<file path="config.mk">
export PLATFORM = sky130hd
export DESIGN_NAME = slp_top
export DESIGN_NICKNAME = d
export VERILOG_FILES = /design/src/core/slp_pkg.sv /design/src/core/slp_stretch.sv /design/src/core/slp_top.sv
export SDC_FILE = /design/constraint.sdc
export NUM_CORES = 1
export LEC_CHECK = 0
export ABC_AREA = 1
export BUFFER_PORTS_ARGS = -buffer_cell sky130_fd_sc_hd__buf_4
export CORE_MARGIN = 5
export CORE_UTILIZATION = 50
export CTS_CLUSTER_SIZE = 30
export DETAILED_ROUTE_END_ITERATION = 10
export GPL_TIMING_DRIVEN = 0
export PLACE_DENSITY_LB_ADDON = 0.08
export SETUP_SLACK_MARGIN = 0.02
export SKIP_CTS_REPAIR_TIMING = 1
export SLEW_MARGIN = 15
export SYNTH_ARGS = -nofsm -noshare
export SYNTH_HDL_FRONTEND = slang
export SYNTH_SLANG_ARGS = --single-unit
</file>
<file path="constraint.sdc">
create_clock -name clk -period 1.6 [get_ports clk]
set_input_delay 0.32 -clock clk [delete_from_list [all_inputs] [get_ports clk]]
set_output_delay 0.32 -clock clk [all_outputs]
set_load 0.02 [all_outputs]
</file>
<file path="src/core/slp_pkg.sv">
// constants, types and helpers shared by the status led indicator block
//
// Overview of operation
// - network led steady on while unregistered
// - network led blinks 2 Hz once registered
// - session led on only when apn attached
// - cellular tx led pulses per sent frame/message
// - cellular rx led pulses per received frame/message
// - text mode samples level at registration, every 12min
// - packet mode samples level only at registration
// - while unregistered, periodically reset modem and retry
// - port tx/rx leds show secondary port traffic
// - slave mode forwards queries for foreign station only
// - transparent mode passes packet data to port
// - navigation receive mode never pulses port tx led
package slp_pkg;

  // timing figures in their own units
  localparam longint unsigned SLP_CLK_HZ     = 64'd100000000; // system clock
  localparam longint unsigned SLP_BLINK_HZ   = 64'd2;         // registered blink rate
  localparam longint unsigned SLP_SGN_MIN    = 64'd12;        // text mode level refresh
  localparam longint unsigned SLP_STRETCH_MS = 64'd50;        // visible flash length
  localparam longint unsigned SLP_RETRY_S    = 64'd60;        // registration give-up time

  // derived cycle counts; blink toggles twice per period
  localparam int              SLP_CW         = 40;
  localparam logic [39:0]     SLP_BLINK_CYC  = 40'(SLP_CLK_HZ / (64'd2 * SLP_BLINK_HZ));
  localparam logic [39:0]     SLP_SGN_CYC    = 40'(SLP_SGN_MIN * 64'd60 * SLP_CLK_HZ);
  localparam logic [39:0]     SLP_STRETCH_CYC = 40'(SLP_STRETCH_MS * (SLP_CLK_HZ / 64'd1000));
  localparam logic [39:0]     SLP_RETRY_CYC  = 40'(SLP_RETRY_S * SLP_CLK_HZ);

  // register byte offsets
  localparam logic [3:0]      SLP_OFS_CTRL   = 4'h0;
  localparam logic [3:0]      SLP_OFS_ID     = 4'h4;
  localparam logic [3:0]      SLP_OFS_STATUS = 4'h8;

  // control field positions and reset values
  localparam int              SLP_CTRL_LINK  = 0;
  localparam int              SLP_CTRL_MODE  = 1;
  localparam logic [7:0]      SLP_ID_RST     = 8'h01;

  // status field positions
  localparam int              SLP_ST_REG     = 0;
  localparam int              SLP_ST_NET     = 1;
  localparam int              SLP_ST_PKT     = 2;
  localparam int              SLP_ST_LVL     = 3;

  // cellular link mode
  typedef enum logic {
    SLP_LINK_TEXT   = 1'b0,
    SLP_LINK_PACKET = 1'b1
  } slp_link_t;

  // secondary serial port protocol mode
  typedef enum logic [2:0] {
    SLP_PM_RTU_MASTER  = 3'b000,
    SLP_PM_RTU_SLAVE   = 3'b001,
    SLP_PM_RTU_MIRROR  = 3'b010,
    SLP_PM_TRANSPARENT = 3'b011,
    SLP_PM_NAV_RX      = 3'b100,
    SLP_PM_MODEM       = 3'b101,
    SLP_PM_METER       = 3'b110,
    SLP_PM_CUSTOM      = 3'b111
  } slp_port_mode_t;

  // all state of the indicator top
  typedef struct packed {
    logic                  reg_q;      // registration seen last cycle
    logic                  blink;      // blink phase
    logic [SLP_CW-1:0]     blink_cnt;  // blink half-period counter
    logic                  net_led;
    logic                  pkt_led;
    logic [2:0]            level;      // signal bar leds
    logic [SLP_CW-1:0]     sgn_cnt;    // periodic refresh counter
    logic [SLP_CW-1:0]     retry_cnt;  // unregistered time counter
    logic                  modem_rst;  // retry reset pulse
    logic                  fwd;        // forward query pulse
    logic                  ser_valid;  // transparent byte out
    logic [7:0]            ser_data;
    slp_link_t             link;
    slp_port_mode_t        pmode;
    logic [7:0]            own_id;
    logic                  waitreq;
    logic [31:0]           rdata;
  } slp_st_t;

  // state of one flash stretcher
  typedef struct packed {
    logic [SLP_CW-1:0]     cnt;
    logic                  led;
  } slp_str_st_t;

  // level code 0..3 to bar pattern
  function automatic logic [2:0] slp_bars(input logic [1:0] lvl);
    slp_bars = (lvl == 2'h3) ? 3'h7 : (lvl == 2'h2) ? 3'h3 : (lvl == 2'h1) ? 3'h1 : 3'h0;
  endfunction

endpackage

</file>
<file path="src/core/slp_stretch.sv">
// activity flash stretcher for one led
`timescale 1ns/1ps
`default_nettype none
module slp_stretch #(
  parameter logic [39:0] HOLD = slp_pkg::SLP_STRETCH_CYC  // flash length in cycles
) (
  // clock and reset
  input  wire logic clk,
  input  wire logic nrst,
  // event in, led out
  input  wire logic trig,
  output logic      led
);

  slp_pkg::slp_str_st_t st_q;   // registered state
  slp_pkg::slp_str_st_t st_d;   // next state

  // retrigger restarts the full hold, so bursts read as one long flash
  always_comb begin
    st_d = st_q;
    if (trig) begin
      st_d.cnt = HOLD - 40'h1;
      st_d.led = 1'b1;
    end else if (st_q.cnt != '0) begin
      st_d.cnt = st_q.cnt - 40'h1;
    end else begin
      st_d.led = 1'b0;
    end
  end

  // state register
  always_ff @(posedge clk or negedge nrst) begin
    if (!nrst) begin
      st_q <= '0;
    end else begin
      st_q <= st_d;
    end
  end

  assign led = st_q.led;
endmodule
`default_nettype wire

</file>
<file path="src/core/slp_top.sv">
// status led indicator: network, session, activity and signal bar leds
`timescale 1ns/1ps
`default_nettype none
module slp_top #(
  parameter logic [39:0] BLINK_CYC   = slp_pkg::SLP_BLINK_CYC,   // blink half period
  parameter logic [39:0] SGN_CYC     = slp_pkg::SLP_SGN_CYC,     // level refresh period
  parameter logic [39:0] STRETCH_CYC = slp_pkg::SLP_STRETCH_CYC, // flash length
  parameter logic [39:0] RETRY_CYC   = slp_pkg::SLP_RETRY_CYC    // registration retry time
) (
  // clock and reset
  input  wire logic        clk,
  input  wire logic        nrst,
  // avalon-mm slave
  input  wire logic [3:0]  avs_address,
  input  wire logic        avs_read,
  input  wire logic        avs_write,
  input  wire logic [31:0] avs_writedata,
  input  wire logic [3:0]  avs_byteenable,
  output logic [31:0]      avs_readdata,
  output logic             avs_waitrequest,
  // modem status
  input  wire logic        net_registered,
  input  wire logic        apn_attached,
  input  wire logic [1:0]  sig_level,
  // cellular traffic events
  input  wire logic        tx_frame_evt,
  input  wire logic        tx_msg_evt,
  input  wire logic        rx_frame_evt,
  input  wire logic        rx_msg_evt,
  // secondary serial port events
  input  wire logic        port_tx_evt,
  input  wire logic        port_rx_evt,
  input  wire logic        query_evt,
  input  wire logic [7:0]  query_id,
  input  wire logic        pkt_rx_valid,
  input  wire logic [7:0]  pkt_rx_data,
  // leds
  output logic             net_led,
  output logic             pkt_sess_led,
  output logic             cell_tx_led,
  output logic             cell_rx_led,
  output logic [2:0]       level_leds,
  output logic             port_tx_led,
  output logic             port_rx_led,
  // actions towards modem and port
  output logic             modem_reset,
  output logic             query_fwd,
  output logic             ser_tx_valid,
  output logic [7:0]       ser_tx_data
);

  slp_pkg::slp_st_t st_q;        // registered state
  slp_pkg::slp_st_t st_d;        // next state
  logic             reg_rise;    // registration just gained
  logic             fwd_hit;     // slave query for another station
  logic             pass_hit;    // transparent byte to forward
  logic             cell_tx_trig;
  logic             cell_rx_trig;
  logic             port_tx_trig;
  logic             port_rx_trig;
  logic             bus_wr;      // write takes effect this edge
  logic             bus_rd;      // read data latched this edge

  // event decode, all combinational from inputs and registered state
  always_comb begin
    reg_rise     = net_registered && !st_q.reg_q;
    fwd_hit      = query_evt && (st_q.pmode == slp_pkg::SLP_PM_RTU_SLAVE)
                   && (query_id != st_q.own_id);
    pass_hit     = pkt_rx_valid && (st_q.pmode == slp_pkg::SLP_PM_TRANSPARENT);
    cell_tx_trig = tx_frame_evt || tx_msg_evt;
    cell_rx_trig = rx_frame_evt || rx_msg_evt;
    port_tx_trig = (st_q.pmode != slp_pkg::SLP_PM_NAV_RX) && (fwd_hit || pass_hit
                   || (port_tx_evt && st_q.pmode != slp_pkg::SLP_PM_RTU_SLAVE));
    port_rx_trig = port_rx_evt;
    // byte lanes 3:1 hold no fields, so only lane 0 gates a write
    // one wait state: access completes when waitrequest is low
    bus_wr       = avs_write && !st_q.waitreq;
    bus_rd       = avs_read && st_q.waitreq;
  end

  // next state of the whole block
  always_comb begin
    st_d       = st_q;
    st_d.reg_q = net_registered;

    // blink phase runs only while registered
    if (!net_registered) begin
      st_d.blink_cnt = '0;
      st_d.blink     = 1'b1;
    end else if (st_q.blink_cnt >= BLINK_CYC - 40'h1) begin
      st_d.blink_cnt = '0;
      st_d.blink     = !st_q.blink;
    end else begin
      st_d.blink_cnt = st_q.blink_cnt + 40'h1;
    end

    st_d.net_led = net_registered ? st_q.blink : 1'b1;
    st_d.pkt_led = apn_attached;

    // signal level sampling
    if (reg_rise) begin
      st_d.level   = slp_pkg::slp_bars(sig_level);
      st_d.sgn_cnt = '0;
    end else if (net_registered && st_q.link == slp_pkg::SLP_LINK_TEXT) begin
      if (st_q.sgn_cnt >= SGN_CYC - 40'h1) begin
        st_d.level   = slp_pkg::slp_bars(sig_level);
        st_d.sgn_cnt = '0;
      end else begin
        st_d.sgn_cnt = st_q.sgn_cnt + 40'h1;
      end
    end else begin
      st_d.sgn_cnt = '0;
    end

    st_d.modem_rst = 1'b0;
    if (net_registered) begin
      st_d.retry_cnt = '0;
    end else if (st_q.retry_cnt >= RETRY_CYC - 40'h1) begin
      st_d.retry_cnt = '0;
      st_d.modem_rst = 1'b1;
    end else begin
      st_d.retry_cnt = st_q.retry_cnt + 40'h1;
    end

    st_d.fwd       = fwd_hit;
    st_d.ser_valid = pass_hit;
    if (pass_hit) begin
      st_d.ser_data = pkt_rx_data;
    end

    // register writes, only lane 0 holds fields
    if (bus_wr && avs_byteenable[0]) begin
      unique case (avs_address)
        slp_pkg::SLP_OFS_CTRL: begin
          st_d.link  = slp_pkg::slp_link_t'(avs_writedata[slp_pkg::SLP_CTRL_LINK]);
          st_d.pmode = slp_pkg::slp_port_mode_t'(
                         avs_writedata[slp_pkg::SLP_CTRL_MODE +: 3]);
        end
        slp_pkg::SLP_OFS_ID: begin
          st_d.own_id = avs_writedata[7:0];
        end
        default: begin
          // status is read only, unmapped writes are dropped
        end
      endcase
    end

    // read data latched in the wait cycle, held through the answer
    if (bus_rd) begin
      st_d.rdata = '0;
      unique case (avs_address)
        slp_pkg::SLP_OFS_CTRL: begin
          st_d.rdata[slp_pkg::SLP_CTRL_LINK]     = st_q.link;
          st_d.rdata[slp_pkg::SLP_CTRL_MODE +: 3] = st_q.pmode;
        end
        slp_pkg::SLP_OFS_ID: begin
          st_d.rdata[7:0] = st_q.own_id;
        end
        slp_pkg::SLP_OFS_STATUS: begin
          st_d.rdata[slp_pkg::SLP_ST_REG]     = st_q.reg_q;
          st_d.rdata[slp_pkg::SLP_ST_NET]     = st_q.net_led;
          st_d.rdata[slp_pkg::SLP_ST_PKT]     = st_q.pkt_led;
          st_d.rdata[slp_pkg::SLP_ST_LVL +: 3] = st_q.level;
        end
        default: begin
          // unmapped reads return zero
        end
      endcase
    end

    // waitrequest drops for exactly one cycle per access
    st_d.waitreq = !((avs_read || avs_write) && st_q.waitreq);
  end

  // state register
  // reset: network led lit as unregistered, bus stalled, default station id
  always_ff @(posedge clk or negedge nrst) begin
    if (!nrst) begin
      st_q         <= '0;
      st_q.net_led <= 1'b1;
      st_q.blink   <= 1'b1;
      st_q.own_id  <= slp_pkg::SLP_ID_RST;
      st_q.waitreq <= 1'b1;
    end else begin
      st_q <= st_d;
    end
  end

  // outputs straight from state flops
  assign net_led         = st_q.net_led;
  assign pkt_sess_led    = st_q.pkt_led;
  assign level_leds      = st_q.level;
  assign modem_reset     = st_q.modem_rst;
  assign query_fwd       = st_q.fwd;
  assign ser_tx_valid    = st_q.ser_valid;
  assign ser_tx_data     = st_q.ser_data;
  assign avs_readdata    = st_q.rdata;
  assign avs_waitrequest = st_q.waitreq;

  slp_stretch #(.HOLD(STRETCH_CYC)) u_cell_tx (
    .clk  (clk),
    .nrst (nrst),
    .trig (cell_tx_trig),
    .led  (cell_tx_led)
  );
  slp_stretch #(.HOLD(STRETCH_CYC)) u_cell_rx (
    .clk  (clk),
    .nrst (nrst),
    .trig (cell_rx_trig),
    .led  (cell_rx_led)
  );
  slp_stretch #(.HOLD(STRETCH_CYC)) u_port_tx (
    .clk  (clk),
    .nrst (nrst),
    .trig (port_tx_trig),
    .led  (port_tx_led)
  );
  slp_stretch #(.HOLD(STRETCH_CYC)) u_port_rx (
    .clk  (clk),
    .nrst (nrst),
    .trig (port_rx_trig),
    .led  (port_rx_led)
  );
endmodule
`default_nettype wire

</file>
==> impl_results.md <==
* Status: complete, but fails checks
* Violated checks: DRC, hold timing, setup timing
* Post-route setup slack at -0.1574 ns
* Most frequent cells in the layout: nand2_1 (591), nor2_1 (415), dfrtp_1 (303), inv_1 (278), buf_4 (202)
* Skew final at roughly 0.018 ns
* Routed vias/inst at slightly above 5
* Most common cell after layout, fill and taps aside: nand2_1
* Top cells by area, synth: dfrtp_1 (42%), nand2_1 (13%), nor2_1 (11%), inv_1 (6.1%), nand3_1 (5.5%)
* Max cap viols at 0
* Post-synth top area cell: dfrtp_1
* Peak Freq at between 0.5 and 0.6 GHz
* Unique cell type count in the Yosys netlist at 48
* Clock Latency Late Sink at around 0.56 ns
* WL/cell at 15.03 µm
* Slew @ Worst Pin at 0.7549 ns
* Mapped Avg Cell Area at about 7.1 µm²
* Hold Path Class: input pin to async pin
* Aggregate routed wire length at 52260 µm
* Overall Global Routing Usage at between 20% and 30%
* First-pass DRT Iterations at 9
* Post-synth EDFFs at 0
* Routability cong. at 0.9314
* Final Critical Period at about 1.8 ns
* Die X at between 200 and 250 µm
* Detail Route Antenna Nets at 0
* CP Launch Type: flip-flop
* Detail Placement HPWL at 36600 µm
* RSZ-0062 raised after global routing: true
* Vias in the first global route at 16.73k
* Antenna violations before repair at 0
* Non-Filler Instances at about 3.5k
* PortBufs at 73
* H-tree levels at 2
* WP data arrival at between 2 and 2.5 ns
* P&R area growth vs syn at 28.87%
* Final setup fails at roughly 200
* CP Class: flip-flop to flip-flop
* #FFs+latches synth at between 300 and 400
* Worst setup EP type: flip-flop
* Crit-path max FO at 4
* Period utilization at 109.8%
* Placed cells at approximately 3.3k
* Peak VDD IR at around 0.95 mV
* FP Rows at 71
* Pwr per Cell Area at just under 800 nW/µm²
* Syn Std Cell Area at around 19000 µm²
* Die height at roughly 200 µm
* Initial drt markers at between 1k and 1.5k
* Cells after Synth at ~2.7k
* Longest Clk Path Bufs at 3
* TritonCTS Buffers at 39
* Filler Cells Inserted at between 3k and 4k
* Clock-pin transition on the worst setup and hold timing paths at 0.06 ns
* Hold Slack at -0.2444 ns
* Largest net degree at the start of global routing at 101
* DRC viols at 1
* DR vias at 17.97k
* Max_slew headroom at ~50%
* Initial core utilization at about half
* Core box area at about 38000 µm²
* Fin. Hold Viols at 74
* Antenna cells at 0
* Final Slew Violations at 0
* Yosys warnings at 0
* Ports at roughly 130
* Leakage at around 11 nW
* Total gr overflow at 0
* Nets at 3017
* TritonCTS clock tree: done
* Clk sink count at between 300 and 400
* Tot Pwr at between 15 and 20 mW
* Post-synthesis sequential area ratio at a little over two fifths
* Ys async rst share at 100.0%
* Layout cells sized above 1 at between 20% and 30%
* Global-route wire length before repair at 81970 µm
* Root buf cell: clkbuf_16
* Ys flop type: dfrtp_1
* Worst EP required at 2.03 ns
* DIE AREA at 41920 µm²
* Post-synth top area share at a little over two fifths
## area by class of cell
cell class	count	area [µm²]	share of cell area, %
buffer	84	714.4	2.924
clock inverter	20	232.7	0.9524
inverter	313	1217	4.982
sequential	323	8108	33.18
clock buffer	52	1085	4.439
timing repair buffer	188	1658	6.784
multi-input combinational	1985	10780	44.12
tap	511	639.4	2.616
## power breakdown
part / leakage [nW] / switching (mW) / total, mW / internal [mW]
combinational: 6.38 / 0.957 / 1.60 / 0.640
clock: 0.639 / 3.68 / 9.14 / 5.46
sequential: 4.12 / 0.155 / 8.52 / 8.37
## synthesized netlist by cell type, drive strengths merged (11+ instances only)
cell type  number
buf            69
nor2          615
xor2           49
ha             11
or2            24
clkbuf         15
nor3           81
xnor2          55
dfrtp         319
a21o           13
nand4          75
nand2         660
nand3         214
inv           310
a21oi          18
o21ai          64
## critical path: stages, from the launching register on
cell and delay [ns]:
dfrtp_2 0.46, nor2_4 0.16, nand2_2 0.10, nor2_4 0.12
nand4_1 0.13, nor2_4 0.17, nand3_4 0.13, buf_4 0.20
o21ai_0 0.06, o21ai_0 0.11
## routing by layer
layer,GRT usage [%],up-vias,routed length (µm)
li1,-,8855,-
met1,32.61,8551,23650
met2,38.57,480,24730
met3,3.324,86,2722
met4,7.514,0,1158
met5,0,-,0
## registers in the layout, summed over array words and instances, names as in the netlist, 3 cells and up
name,count
u_cell_rx.st_q,40
u_port_rx.st_q,40
ser_tx_data,8
st_q,134
level_leds,3
u_cell_tx.st_q,40
avs_readdata,8
u_port_tx.st_q,40
## stage by stage
step                      TNS (ns)  utilization, %  worst slack, ns  instance area [µm²]
after floorplan            -0.2173               -         -0.01106                19190
after global placement     -965.28           54.23           -2.859                20380
after detailed placement    -64.32           54.47          -0.3936                20470
after CTS                   -65.48           57.97          -0.3899                21780
after global routing        -42.12           65.03          -0.2764                24440
final                       -16.27           65.03          -0.1574                24440
## cell families after synthesis
kind of cell	count (synthesis)	synth area share, %
flops	323	42.65
xor+xnor	104	4.804
simple gates	1688	38.36
buf+inv	397	9.178
other cells	1	0.01978
mux	4	0.2375
fa+ha+maj	11	0.7258
compound gates	128	4.025
## worst paths after layout
kind	cells past startpoint	slack (ns)	endpoint	startpoint
min in group clk	3	0	ser_tx_data[6]$_DFFE_PN0P_	pkt_rx_data[6]
max in group asynchronous	3	0.65	st_q[181]$_DFFE_PN1P_	nrst
min reg2reg	2	0.47	ser_tx_data[4]$_DFFE_PN0P_	ser_tx_data[4]$_DFFE_PN0P_
min	1	-0.24	avs_readdata[1]$_DFFE_PN0P_	nrst
max	9	-0.16	u_cell_rx.st_q[1]$_DFFE_PN0P_	u_cell_rx.st_q[10]$_DFFE_PN0P_
max reg2reg	9	-0.16	u_cell_rx.st_q[1]$_DFFE_PN0P_	u_cell_rx.st_q[10]$_DFFE_PN0P_
No activity file was read; power rests on OpenSTA's default activity.
